$ cat config.mk
export PLATFORM = sky130hd
export DESIGN_NAME = keyed_backup_area_control
export DESIGN_NICKNAME = d
export VERILOG_FILES = /design/src/hw/backup_copy_engine.v /design/src/hw/keyed_backup_area_control.v
export VERILOG_INCLUDE_DIRS = /design/src /design/src/common
export SDC_FILE = /design/constraint.sdc
export NUM_CORES = 1
export LEC_CHECK = 0
export BUFFER_PORTS_ARGS = -buffer_cell sky130_fd_sc_hd__buf_4
export CORE_MARGIN = 2
export CORE_UTILIZATION = 33
export DETAILED_ROUTE_END_ITERATION = 12
export GPL_TIMING_DRIVEN = 1
export SYNTH_ARGS = -nofsm -noshare
export SYNTH_HDL_FRONTEND = slang
export SYNTH_SLANG_ARGS = --single-unit
$ cat constraint.sdc
create_clock -name clk_sys -period 4.8 [get_ports clk_sys]
set_input_delay 0.48 -clock clk_sys [delete_from_list [all_inputs] [get_ports clk_sys]]
set_output_delay 0.48 -clock clk_sys [all_outputs]
set_load 0.03 [all_outputs]
$ cat src/common/backup_key_defines.vh
`ifndef BACKUP_KEY_DEFINES_VH
`define BACKUP_KEY_DEFINES_VH
// ----------------------------------------
// serial register addresses (16-bit halves)
// ----------------------------------------
`define REG_ACCESS_KEY_HI   16'h0040
`define REG_ACCESS_KEY_LO   16'h0041
`define REG_WRITE_KEY_HI    16'h0042
`define REG_WRITE_KEY_LO    16'h0043
`define REG_RESTORE_HI      16'h0196
`define REG_RESTORE_LO      16'h0197
`define REG_STORE_HI        16'h0198
`define REG_STORE_LO        16'h0199
// ----------------------------------------
// network command codes
// ----------------------------------------
`define CMD_ACCESS_KEY_RD   16'h0020
`define CMD_WRITE_KEY_RD    16'h0021
`define CMD_ACCESS_KEY_WR   16'h1020
`define CMD_WRITE_KEY_WR    16'h1021
`define CMD_RESTORE_WR      16'h30cb
`define CMD_STORE_WR        16'h30cc
// ----------------------------------------
// key codes and reset values
// ----------------------------------------
`define ACCESS_KEY_CODE     32'h01391955
`define WRITE_KEY_CODE      32'h75db9c97
`define KEY_RESET           32'h00000000
`endif

$ cat src/hw/backup_copy_engine.v
`timescale 1ns/1ps
`include "backup_key_defines.vh"
// ----------------------------------------
// word-by-word copy between settings and backup
// ----------------------------------------
module backup_copy_engine #(
  parameter WORDS = 16,
  parameter AW    = 4
) (
  // clock and reset
  input  wire          clk_sys,
  input  wire          rstn,
  // commands
  input  wire          startStore,
  input  wire          startRestore,
  output wire          busy,
  output reg           doneStore_ff,
  output reg           doneRestore_ff,
  // working settings side
  output reg  [AW-1:0] setAddr_ff,
  input  wire [31:0]   setRdata,
  output reg  [31:0]   setWdata_ff,
  output reg           setWe_ff
);
  // ----------------------------------------
  // one-hot state machine
  // ----------------------------------------
  localparam [2:0] S_IDLE = 3'b001;
  localparam [2:0] S_STORE = 3'b010;
  localparam [2:0] S_RESTORE = 3'b100;
  reg [2:0]    state_ff;
  reg [AW-1:0] idx_ff;
  reg [31:0]   backupMem [0:WORDS-1];
  wire         lastIdx = (idx_ff == WORDS - 1);
  assign busy = ~state_ff[0];
  always @(posedge clk_sys) begin
    if (state_ff == S_STORE)
      backupMem[idx_ff] <= setRdata;
  end
  always @(posedge clk_sys or negedge rstn) begin
    if (!rstn) begin
      state_ff       <= S_IDLE;
      idx_ff         <= {AW{1'b0}};
      setAddr_ff     <= {AW{1'b0}};
      setWdata_ff    <= 32'h00000000;
      setWe_ff       <= 1'b0;
      doneStore_ff   <= 1'b0;
      doneRestore_ff <= 1'b0;
    end else begin
      setWe_ff       <= 1'b0;
      doneStore_ff   <= 1'b0;
      doneRestore_ff <= 1'b0;
      case (state_ff)
        S_IDLE: begin
          idx_ff     <= {AW{1'b0}};
          setAddr_ff <= {AW{1'b0}};
          if (startStore)
            state_ff <= S_STORE;
          else if (startRestore)
            state_ff <= S_RESTORE;
        end
        S_STORE: begin
          idx_ff     <= idx_ff + 1'b1;
          setAddr_ff <= idx_ff + 1'b1;
          if (lastIdx) begin
            state_ff     <= S_IDLE;
            doneStore_ff <= 1'b1;
          end
        end
        S_RESTORE: begin
          setAddr_ff  <= idx_ff;
          setWdata_ff <= backupMem[idx_ff];
          setWe_ff    <= 1'b1;
          idx_ff      <= idx_ff + 1'b1;
          if (lastIdx) begin
            state_ff       <= S_IDLE;
            doneRestore_ff <= 1'b1;
          end
        end
        default: state_ff <= S_IDLE;
      endcase
    end
  end
endmodule // backup_copy_engine

$ cat src/hw/keyed_backup_area_control.v
// Functional notes
// - access key register, serial and network
// - write key register, reset zero
// - restore trigger copies backup to settings
// - store trigger copies settings to backup
// - store needs both keys matching
// - restore needs access key only
// - serial and network reach the same keys and triggers; a network key write wins over a serial half
`timescale 1ns/1ps
`include "backup_key_defines.vh"
module keyed_backup_area_control #(
  parameter WORDS = 16,
  parameter AW    = 4
) (
  // clock and reset
  input  wire          clk_sys,
  input  wire          rstn,
  // serial register port (16-bit halves)
  input  wire          serWe,
  input  wire          serRe,
  input  wire [15:0]   serAddr,
  input  wire [15:0]   serWdata,
  output reg  [15:0]   serRdata_ff,
  output reg           serAck_ff,
  output reg           serErr_ff,
  // network command port (32-bit)
  input  wire          netValid,
  input  wire [15:0]   netCode,
  input  wire [31:0]   netWdata,
  output reg  [31:0]   netRdata_ff,
  output reg           netAck_ff,
  output reg           netErr_ff,
  // working settings store
  output wire [AW-1:0] setAddr,
  input  wire [31:0]   setRdata,
  output wire [31:0]   setWdata,
  output wire          setWe,
  // status
  output wire          busy,
  output wire          storeDone,
  output wire          restoreDone,
  output reg           keyReject_ff
);
  // ----------------------------------------
  // key registers
  // ----------------------------------------
  reg  [31:0] accessKey_ff;
  reg  [31:0] writeKey_ff;
  // ----------------------------------------
  // decode results
  // ----------------------------------------
  reg  [15:0] nxtSerRdata;
  reg         serHit;
  reg         serStore;
  reg         serRestore;
  reg  [31:0] nxtNetRdata;
  reg         netHit;
  reg         netStore;
  reg         netRestore;
  // ----------------------------------------
  // command gating
  // ----------------------------------------
  wire        accessOk = (accessKey_ff == `ACCESS_KEY_CODE);
  wire        writeOk  = (writeKey_ff == `WRITE_KEY_CODE);
  wire        wantStore   = serStore | netStore;
  wire        wantRestore = serRestore | netRestore;
  reg         goStore;
  reg         goRestore;
  reg         cmdDrop;
  // ----------------------------------------
  // serial decode
  // ----------------------------------------
  always @* begin
    nxtSerRdata = 16'h0000;
    serHit      = 1'b1;
    serStore    = 1'b0;
    serRestore  = 1'b0;
    case (serAddr)
      `REG_ACCESS_KEY_HI: nxtSerRdata = accessKey_ff[31:16];
      `REG_ACCESS_KEY_LO: nxtSerRdata = accessKey_ff[15:0];
      `REG_WRITE_KEY_HI:  nxtSerRdata = writeKey_ff[31:16];
      `REG_WRITE_KEY_LO:  nxtSerRdata = writeKey_ff[15:0];
      `REG_RESTORE_HI, `REG_RESTORE_LO: serRestore = serWe;
      `REG_STORE_HI, `REG_STORE_LO:     serStore = serWe;
      default: serHit = 1'b0;
    endcase
  end
  // ----------------------------------------
  // network decode
  // ----------------------------------------
  always @* begin
    nxtNetRdata = 32'h00000000;
    netHit      = netValid;
    netStore    = 1'b0;
    netRestore  = 1'b0;
    case (netCode)
      `CMD_ACCESS_KEY_RD: nxtNetRdata = accessKey_ff;
      `CMD_WRITE_KEY_RD:  nxtNetRdata = writeKey_ff;
      `CMD_ACCESS_KEY_WR: nxtNetRdata = 32'h00000000;
      `CMD_WRITE_KEY_WR:  nxtNetRdata = 32'h00000000;
      `CMD_RESTORE_WR:    netRestore = netValid;
      `CMD_STORE_WR:      netStore = netValid;
      default: netHit = 1'b0;
    endcase
  end
  // ----------------------------------------
  // command arbiter
  // ----------------------------------------
  // store wins when both triggers land together
  always @* begin
    goStore   = 1'b0;
    goRestore = 1'b0;
    if (!busy) begin
      if (wantStore)
        goStore = accessOk & writeOk;
      else if (wantRestore)
        goRestore = accessOk;
    end
    // refused while busy or without keys, never queued
    cmdDrop = (wantStore | wantRestore) & ~goStore & ~goRestore;
  end
  // ----------------------------------------
  // key write strobes
  // ----------------------------------------
  // key halves load independently, in either order
  wire        serReq     = serWe | serRe;
  wire        serWrAccHi = serWe & (serAddr == `REG_ACCESS_KEY_HI);
  wire        serWrAccLo = serWe & (serAddr == `REG_ACCESS_KEY_LO);
  wire        serWrKeyHi = serWe & (serAddr == `REG_WRITE_KEY_HI);
  wire        serWrKeyLo = serWe & (serAddr == `REG_WRITE_KEY_LO);
  wire        netWrAcc   = netValid & (netCode == `CMD_ACCESS_KEY_WR);
  wire        netWrKey   = netValid & (netCode == `CMD_WRITE_KEY_WR);
  // ----------------------------------------
  // access key register
  // ----------------------------------------
  // a whole network key wins over a serial half
  always @(posedge clk_sys or negedge rstn) begin
    if (!rstn) begin
      accessKey_ff <= `KEY_RESET;
    end else if (netWrAcc) begin
      accessKey_ff <= netWdata;
    end else begin
      if (serWrAccHi)
        accessKey_ff[31:16] <= serWdata;
      if (serWrAccLo)
        accessKey_ff[15:0] <= serWdata;
    end
  end
  // ----------------------------------------
  // write key register
  // ----------------------------------------
  always @(posedge clk_sys or negedge rstn) begin
    if (!rstn) begin
      writeKey_ff <= `KEY_RESET;
    end else if (netWrKey) begin
      writeKey_ff <= netWdata;
    end else begin
      if (serWrKeyHi)
        writeKey_ff[31:16] <= serWdata;
      if (serWrKeyLo)
        writeKey_ff[15:0] <= serWdata;
    end
  end
  // ----------------------------------------
  // serial answer
  // ----------------------------------------
  // read data holds until the next read
  always @(posedge clk_sys or negedge rstn) begin
    if (!rstn) begin
      serRdata_ff <= 16'h0000;
      serAck_ff   <= 1'b0;
      serErr_ff   <= 1'b0;
    end else begin
      serAck_ff <= serReq;
      serErr_ff <= serReq & ~serHit;
      if (serRe)
        serRdata_ff <= nxtSerRdata;
    end
  end
  // ----------------------------------------
  // network answer
  // ----------------------------------------
  // write and trigger codes answer with zero data
  always @(posedge clk_sys or negedge rstn) begin
    if (!rstn) begin
      netRdata_ff <= 32'h00000000;
      netAck_ff   <= 1'b0;
      netErr_ff   <= 1'b0;
    end else begin
      netAck_ff <= netValid;
      netErr_ff <= netValid & ~netHit;
      if (netValid)
        netRdata_ff <= nxtNetRdata;
    end
  end
  // ----------------------------------------
  // refused command flag
  // ----------------------------------------
  always @(posedge clk_sys or negedge rstn) begin
    if (!rstn)
      keyReject_ff <= 1'b0;
    else
      keyReject_ff <= cmdDrop;
  end
  // ----------------------------------------
  // copy engine
  // ----------------------------------------
  backup_copy_engine #(
    .WORDS (WORDS),
    .AW    (AW)
  ) u_copy (
    .clk_sys        (clk_sys),
    .rstn           (rstn),
    .startStore     (goStore),
    .startRestore   (goRestore),
    .busy           (busy),
    .doneStore_ff   (storeDone),
    .doneRestore_ff (restoreDone),
    .setAddr_ff     (setAddr),
    .setRdata       (setRdata),
    .setWdata_ff    (setWdata),
    .setWe_ff       (setWe)
  );
endmodule // keyed_backup_area_control

Word level (Yosys, flattened, before mapping) --
Memory sizes are Yosys's and may differ from the RTL's. A register that Yosys moved wholly into a read port is not among the register bits. Index checks and enable logic that the tools add are counted.
Storage, ports and cells: flip-flop bits (word level) 131, memory bits (writable) 512, input port bits 117, output and inout port bits 93, word-level logic and storage cells 105, memories kept 1
Cells by class: $add $sub $neg 1, eq/ne operators 22, mux-type cells 31, bitwise operators 20, reductions and logical operators 13
Memory list:
- u_copy.backupMem | words 16, bits a word 32, rd ports 1, clocked after memory_dff 1, wr ports 1, line backup_copy_engine.v:33 | reg [31:0] backupMem [0:WORDS-1];
Operators with widths (count):
- equality test 16 x 7 -> 1 bit, second input constant | 4
- equality test 16 x 9 -> 1 bit, second input constant | 4
- 2-to-1 mux 16 bit | 4
- 2-to-1 mux 32 bit | 2
- one-hot mux 16 bit (4 select lines) | 1
- one-hot mux 32 bit (2 select lines) | 1
- equality test 16 x 13 -> 1 bit, second input constant | 2
- equality test 16 x 14 -> 1 bit, second input constant | 2
- equality test 16 x 6 -> 1 bit, second input constant | 2
- equality test 32 x 25 -> 1 bit, second input constant | 1
- equality test 32 x 31 -> 1 bit, second input constant | 1
- 2-to-1 mux 1 bit | 17
- one-hot mux 4 bit (3 select lines) | 1
- AND 1 bit | 11
- nonzero test 2 bit | 5
- 2-to-1 mux 3 bit | 3
- one-hot mux 4 bit (2 select lines) | 1
- OR reduction 8 bit | 1
- one-hot mux 3 bit (2 select lines) | 1
- OR reduction 2 bit | 3
- OR reduction 6 bit | 1
- inverter 1 bit | 5
- adder 4 x 1 -> 4 bit, second input constant | 1
- equality test 4 bit, second input constant | 1
- 9 further kinds | 12

Depth between registers and ports, before layout --
Gate-level depths: netlist (run 1).
depth after elaboration 10, depth in mapped cells 9

By module --
From an unflattened synthesis (run 1), not the netlist that was laid out.
Unflattened totals: cell total of the unflattened synthesis 1750, area total of the unflattened synthesis 27980.6 µm²
Modules (own cells, without submodules):
- backup_copy_engine | instances 1, cells an instance 1117, area an instance 21599.5 µm², seq. area each 16527.1 µm²
- keyed_backup_area_control | instances 1, cells an instance 633, area an instance 6381.1 µm², seq. area each 2927.8 µm²

Worst setup path after synthesis (run 1) --
Ideal clock, no wire load.
path type reg-to-reg, start point register u_copy.state_ff[2], end point memory u_copy.backupMem[7][0] (enable), arrival time 3.089 ns, data required time 4.339 ns, slack 1.250 ns, cell stages (with the launch flop) 5, period minus slack after synthesis 3.550 ns, cells stage by stage dfrtp_1 > clkbuf_1 > nor2_1 > nand2_1 > nor3_1
On the way: longest elaborated chain between the ends 3
RTL lines:
- start: declaration | line backup_copy_engine.v:31 | reg [2:0] state_ff;
- start signal: assignment | line backup_copy_engine.v:42 | state_ff <= S_IDLE;
- start signal: assignment | line backup_copy_engine.v:58 | state_ff <= S_STORE;
- start signal: assignment | line backup_copy_engine.v:60 | state_ff <= S_RESTORE;
- equality test 3 x 2 -> 1 bit | line backup_copy_engine.v:37 | if (state_ff == S_STORE)
- 2-to-1 mux 1 bit | line backup_copy_engine.v:37
- 2-to-1 mux 1 bit (not written as such) | line backup_copy_engine.v:38 | backupMem[idx_ff] <= setRdata;
- end: declaration | line backup_copy_engine.v:33
Every way passes these cells.

==> results of run 1 <==
critical path, stage by stage (launching register included):
cell	delay (ns)
dfrtp_4	0.86
buf_4	0.75
mux4_2	0.42
mux4_2	0.47
mux2_2	0.27
final timing paths:
check / to / cells after the start / startpoint / slack, ns
setup / recovery: u_copy.setWdata_ff[11] / 4 / u_copy.idx_ff[1] / 1.84
hold / removal: accessKey_ff[23] / 3 / netWdata[23] / 0.08
setup reg to reg: u_copy.setWdata_ff[11] / 4 / u_copy.idx_ff[1] / 1.84
hold reg to reg: netRdata_ff[23] / 1 / netRdata_ff[23] / 0.50
max in group asynchronous: u_copy.setWdata_ff[19] / 3 / rstn / 3.12
min in group asynchronous: netAck_ff / 2 / rstn / 0.52
cell type report:
cell class / count / area (µm²) / area share
flip-flops and latches: 675 / 19500 / 0.594
multi-input cells: 644 / 7390 / 0.226
clock buffers: 95 / 1990 / 0.0607
repair buffers: 245 / 1890 / 0.0576
well taps: 1070 / 1340 / 0.0409
clock inverters: 38 / 526 / 0.0160
inverters: 43 / 161 / 0.00493
diodes: 2 / 5.00 / 0.000153
state kept, by name, summed over array words and instances (netlist names), 3 cells and up:
name / flops
u_copy.backupMem: 512
accessKey_ff: 32
netRdata_ff: 32
u_copy.setWdata_ff: 32
writeKey_ff: 32
serRdata_ff: 16
u_copy.idx_ff: 4
u_copy.setAddr_ff: 4
u_copy.state_ff: 3
metal layers:
layer,share of wire,vias up
li1,-,6310
met1,0.43,7785
met2,0.49,496
met3,0.060,110
met4,0.021,2
met5,0.00019,-
cells in the final DEF, fill, tap and decap left out, types with 13 or more instances in the layout:
master     synthesis  routed
edfxtp_1         512     512
clkbuf_16          0      73
mux4_2           175     175
o21ai_0           21      21
mux2_2            32      32
inv_1             43      43
mux2i_1           96      96
o21ai_1           13      13
nor2_1            49      48
o22ai_1           25      25
o2bb2ai_1         32      32
clkbuf_1          58      14
dfrtp_1          162     158
a21oi_1           45      45
nand2_1           53      53
buf_4              0     239
power by group through the flow:
stage	Combinational (µW)	Clock (µW)	Sequential (µW)
2_1_floorplan	41.1	0	6420
3_3_place_gp	231	0	6410
3_5_place_dp	241	0	6410
4_1_cts	242	5930	6290
5_1_grt	261	6140	6290
6_report	239	5790	6290
Yosys cell counts, drive strengths merged (3+ instances only):
cell,instances,share of area
nor4b,6,0.0024
nand3,5,0.0011
o2bb2ai,32,0.010
mux2,32,0.013
ha,4,0.0018
mux4,176,0.15
nor3,4,0.00073
edfxtp,512,0.56
nor2,50,0.0070
nand4,7,0.0016
o21ai,34,0.0062
buf,28,0.0061
or4,3,0.00096
and4,3,0.00096
nor4,9,0.0042
and2,12,0.0027
inv,43,0.0059
o22ai,25,0.0057
o221ai,4,0.0013
a21oi,45,0.0082
and4b,3,0.0011
a221oi,3,0.00096
and3,5,0.0011
nand4b,4,0.0013
nand2,53,0.0073
dfrtp,162,0.15
mux2i,96,0.035
clkbuf,58,0.0080
through the flow:
stage	area (µm²)	instances	util
2_1_floorplan	27400	1448	-
3_3_place_gp	30200	2675	0.368
3_5_place_dp	30200	2675	0.368
4_1_cts	32800	2810	0.399
5_1_grt	32800	2810	0.399
6_report	32800	2812	0.399
logic make-up after synthesis:
group	after synthesis	synth area share
flops	675	0.711
mux	304	0.193
simple gates	180	0.0371
compound gates	155	0.0362
buf+inv	129	0.0199
fa+ha+maj	4	0.00183
xor+xnor	1	0.000320
==> flow_metrics.py, run 1 <==
metrics = {
    "power_and_ir_drop": {
        "vdd_drop_max_uv": 339,
        "finalPower_uw": 12300,
        "p_int_uw": 9780,
        "pwr-share-clk": 0.470,
        "p_sw_frac": 0.206,
        "p_switching_uw": 2540,
        "combinationalPowerShare": 0.019,
        "power_frac_seq": 0.511,
        "p_leak_uw": 0.0114,
        "power.density_mw_per_mm2": 376,
    },
    "timing": {
        "whs_ns": 0.0782,
        "rsz0062_at_grt": "false",
        "finalSetupViolCount": 0,
        "skew_ns": 0.0511,
        "slew_viol_final": 0,
        "tightest_slew_ns": 1.18,
        "slew_headroom": 0.211,
        "fmax_mhz": 338,
        "timing.final.crit_period_ns": 2.96,
        "postLayoutSetupSlackWorst_ns": 1.84,
        "setup_tns_ns": 0,
        "min_period_over_period": 0.617,
        "hold_violations": 0,
    },
    "logic_synthesis": {
        "ys_types": 61,
        "syn_inst": 1448,
        "synth_ff_type": "edfxtp_1",
        "synth_edf_count": 512,
        "syn_nets": 1569,
        "ys_seq_area_frac": 0.711,
        "synth_area_mm2": 0.0274,
        "avgSynthCellArea_um2": 18.9,
        "yosys_warnings": 0,
        "synth_seq_cells": 675,
        "async_flop_share": 0.241,
    },
    "finish": {
        "syn2layout_area_growth_pct": 19.8,
        "drive_above_1_share": 0.344,
        "fillers": 7359,
        "nets": 1803,
    },
    "critical_path": {
        "crit_type": "flip-flop to flip-flop",
        "critPathCaptureType": "flip-flop",
        "cp_max_fo": 55,
        "required_ns": 5.31,
        "arrival_ns": 3.47,
        "worstSetupStartpointType": "flip-flop",
    },
    "clock_network": {
        "clock-sinks": 675,
        "clockBufferDepth": 3,
        "path_clk_slew_ns": 0.06,
        "cts_tree": "built",
        "htree_levels": 3,
        "postCtsSetupRepairBufs": 0,
        "cts_buffers": 73,
        "hold_buffers": 2,
        "root_buffer": "clkbuf_16",
        "insertion_delay_ns": 0.63,
        "cts_resized": 0,
    },
    "status": {
        "status": "completed",
    },
    "global_route": {
        "grt_max_degree": 84,
        "grt_busiest_layer": "met2",
        "grt.met1_usage": 0.218,
        "grt_pass1_wl_um": 102000,
        "use_met3": 0.0344,
        "grt_pass1_vias": 15100,
        "track_usage": 0.162,
        "antenna_found_initial": 2,
        "met2_usage": 0.269,
        "gr-total-overflow": 0,
    },
    "detailed_routing": {
        "drc": 0,
        "vias_per_cell": 5.23,
        "wl_um": 69900,
        "drt-initial-drc-count": 1092,
        "ant_nets": 0,
        "first_pass_iters": 5,
        "num_vias": 14700,
        "routedWlPerCell_um": 24.9,
    },
    "placement": {
        "dp_slack_ns": 1.76,
        "io_buffers": 209,
        "place_hpwl_um": 40300,
        "routabilityCongestion": 0.810,
    },
    "die": {
        "die_area_mm2": 0.0852,
        "die_x_um": 292,
        "initial_core_util": 0.333,
        "coreArea_mm2": 0.0821,
        "io_pins": 210,
        "num_rows": 105,
        "die_y_um": 292,
    },
    "hold_path": {
        "min_path_type": "primary input to flip-flop",
    },
    "flow_run": {
        "maxCapViolCount": 0,
    },
}
(Power assumes the default switching activity.)
==> run 2, diff against run 1 <==
Settings changed: ABC_AREA set to 1.
Clock period 4.8 ns to 2.55 ns, I/O delays scaled along.
==> flow_metrics.py, run 2 <==
metrics = {
    "critical_path": {
        "crit_type": "primary input to flip-flop",
        "path_cells": "buf_4, nor2_1, nand2_1, nor2_2, nand3_1, nand2_4, inv_2, nand2_1, nand3_1, dlygate4sd3_1",
        "critPathSlowestCell": "dlygate4sd3_1",
        "arrival_ns": 2.66,
        "worstSetupStartpointType": "primary input",
        "critPathCaptureType": "flip-flop",
        "critPathBufInv": 3,
        "cp_slowest_stage_delay_ns": 0.61,
        "path_delay_family": "simple AND/OR/NAND/NOR gates",
        "required_ns": 3.06,
        "cp_max_fo": 16,
    },
    "logic_synthesis": {
        "yosys.area.top_type_share": 0.543,
        "synth_largest_area_cell": "edfxtp_1",
        "synth_area_mm2": 0.0283,
        "synth_seq_cells": 675,
        "avgSynthCellArea_um2": 10.6,
        "synth.area.top_cells": "edfxtp_1, dfrtp_1, nand2_1",
        "yosys_warnings": 0,
        "synth_ff_type": "edfxtp_1",
        "synth_edf_count": 512,
        "ys_seq_area_frac": 0.687,
        "synth_common_cells": "nand2_1, edfxtp_1, nor2_1, o21ai_0, nand3_1",
        "syn_inst": 2661,
        "async_flop_share": 0.241,
        "ys_types": 38,
        "syn_nets": 2782,
        "yosysMostFrequentCell": "nand2_1",
    },
    "clock_network": {
        "cts_buffers": 76,
        "postCtsSetupRepairBufs": 0,
        "cts_tree": "built",
        "root_buffer": "clkbuf_16",
        "insertion_delay_ns": 0.64,
        "htree_levels": 3,
        "clockBufferDepth": 3,
        "cts_resized": 0,
        "hold_buffers": 96,
        "clock-sinks": 675,
        "path_clk_slew_ns": 0.06,
    },
    "finish": {
        "fin_area_mm2": 0.0352,
        "largest_register": "u_copy.backupMem",
        "drive_above_1_share": 0.151,
        "final_cell_count_no_fill": 4184,
        "mostFrequentLayoutCells": "nand2_1, edfxtp_1, nor2_1",
        "largest_register_ffs": 512,
        "nets": 3096,
        "mostFrequentLayoutCell": "nand2_1",
        "syn2layout_area_growth_pct": 24.4,
    },
    "detailed_routing": {
        "ant_nets": 0,
        "wl_um": 86300,
        "num_vias": 21300,
        "routedWlPerCell_um": 20.6,
        "vias_per_cell": 5.08,
        "first_pass_iters": 6,
        "drt-initial-drc-count": 1957,
        "drc": 0,
    },
    "timing": {
        "rsz0062_at_grt": "false",
        "finalSetupViolCount": 0,
        "tightest_slew_ns": 0.760,
        "slew_headroom": 0.493,
        "fmax_mhz": 466,
        "min_period_over_period": 0.841,
        "slew_viol_final": 0,
        "timing.final.crit_period_ns": 2.15,
        "hold_violations": 0,
        "skew_ns": 0.0530,
        "whs_ns": 0.0308,
    },
    "placement": {
        "dpl_cell_area_mm2": 0.0317,
        "placed_cells": 3945,
        "place_hpwl_um": 52600,
        "io_buffers": 209,
        "routabilityCongestion": 0.949,
    },
    "die": {
        "coreArea_mm2": 0.0851,
        "die_y_um": 297,
        "die_x_um": 297,
        "io_pins": 210,
        "initial_core_util": 0.333,
        "die_area_mm2": 0.0882,
        "num_rows": 107,
    },
    "power_and_ir_drop": {
        "vdd_drop_max_uv": 610,
        "p_leak_uw": 0.0137,
        "power.density_mw_per_mm2": 674,
    },
    "global_route": {
        "antenna_found_initial": 4,
        "grt_pass1_vias": 20600,
        "track_usage": 0.192,
        "grt_max_degree": 107,
        "grt_pass1_wl_um": 130000,
        "gr-total-overflow": 0,
    },
    "hold_path": {
        "min_path_type": "primary input to flip-flop",
    },
    "status": {
        "status": "completed",
    },
    "flow_run": {
        "maxCapViolCount": 0,
    },
}
## run 2: area by class of cell
cell class,count,area (µm²)
diodes,2,5.00
clock buffers,106,2150
clock inverters,35,457
fillers,8087,49900
inverters,122,464
multi-input cells,1720,7960
flip-flops and latches,675,19500
well taps,1144,1430
repair buffers,380,3310
## run 2: per-layer routing
layer	GRT usage	share of wire
met1	0.257	0.42
met5	0	0.00013
met3	0.0353	0.068
met2	0.312	0.47
met4	0.0677	0.035
## run 2: path summary, 6_finish.rpt
path                                    start                      end  slack, ns  cells after the start
max                               serAddr[13]           writeKey_ff[8]       0.40                     10
min                              netWdata[19]          writeKey_ff[19]       0.03                      5
max reg2reg                u_copy.state_ff[2]  u_copy.backupMem[12][1]       0.47                      6
min reg2reg                   netRdata_ff[25]          netRdata_ff[25]       0.48                      2
max in group asynchronous                rstn          accessKey_ff[4]       1.53                      3
min in group asynchronous                rstn       u_copy.state_ff[2]       0.25                      2
## run 2: worst register-to-register path: stages (launching register included)
cell	delay (ns)
dfrtp_1	0.40
inv_1	0.08
nand3_1	0.18
inv_1	0.21
nand2_1	0.27
nor2_4	0.21
buf_4	0.35
## run 2: where the power goes
part           internal (µW)  switching, µW  leakage, µW
clock network           6590           4620      0.00126
logic                    266            402      0.00565
registers              11900           15.3      0.00684
## run 2: through the flow
step           setup TNS, ns  power (µW)  utilization  setup WS, ns
2_1_floorplan        -104.23       12200            -        -0.467
3_3_place_gp               0       12700        0.372         0.386
3_5_place_dp               0       12700        0.372         0.338
4_1_cts                    0       24000        0.414         0.441
5_1_grt                    0       24500        0.414         0.256
6_report                   0       23800        0.414         0.405
## run 2: cell families after synthesis
logic type | after synthesis | share of synthesized area
DFF | 675 | 0.687
and+or+nand+nor | 1232 | 0.181
AOI/OAI and AO/OA | 482 | 0.0922
adders and majority gates | 4 | 0.00177
buffers and inverters | 266 | 0.0376
xor gates and xnor gates | 2 | 0.000619
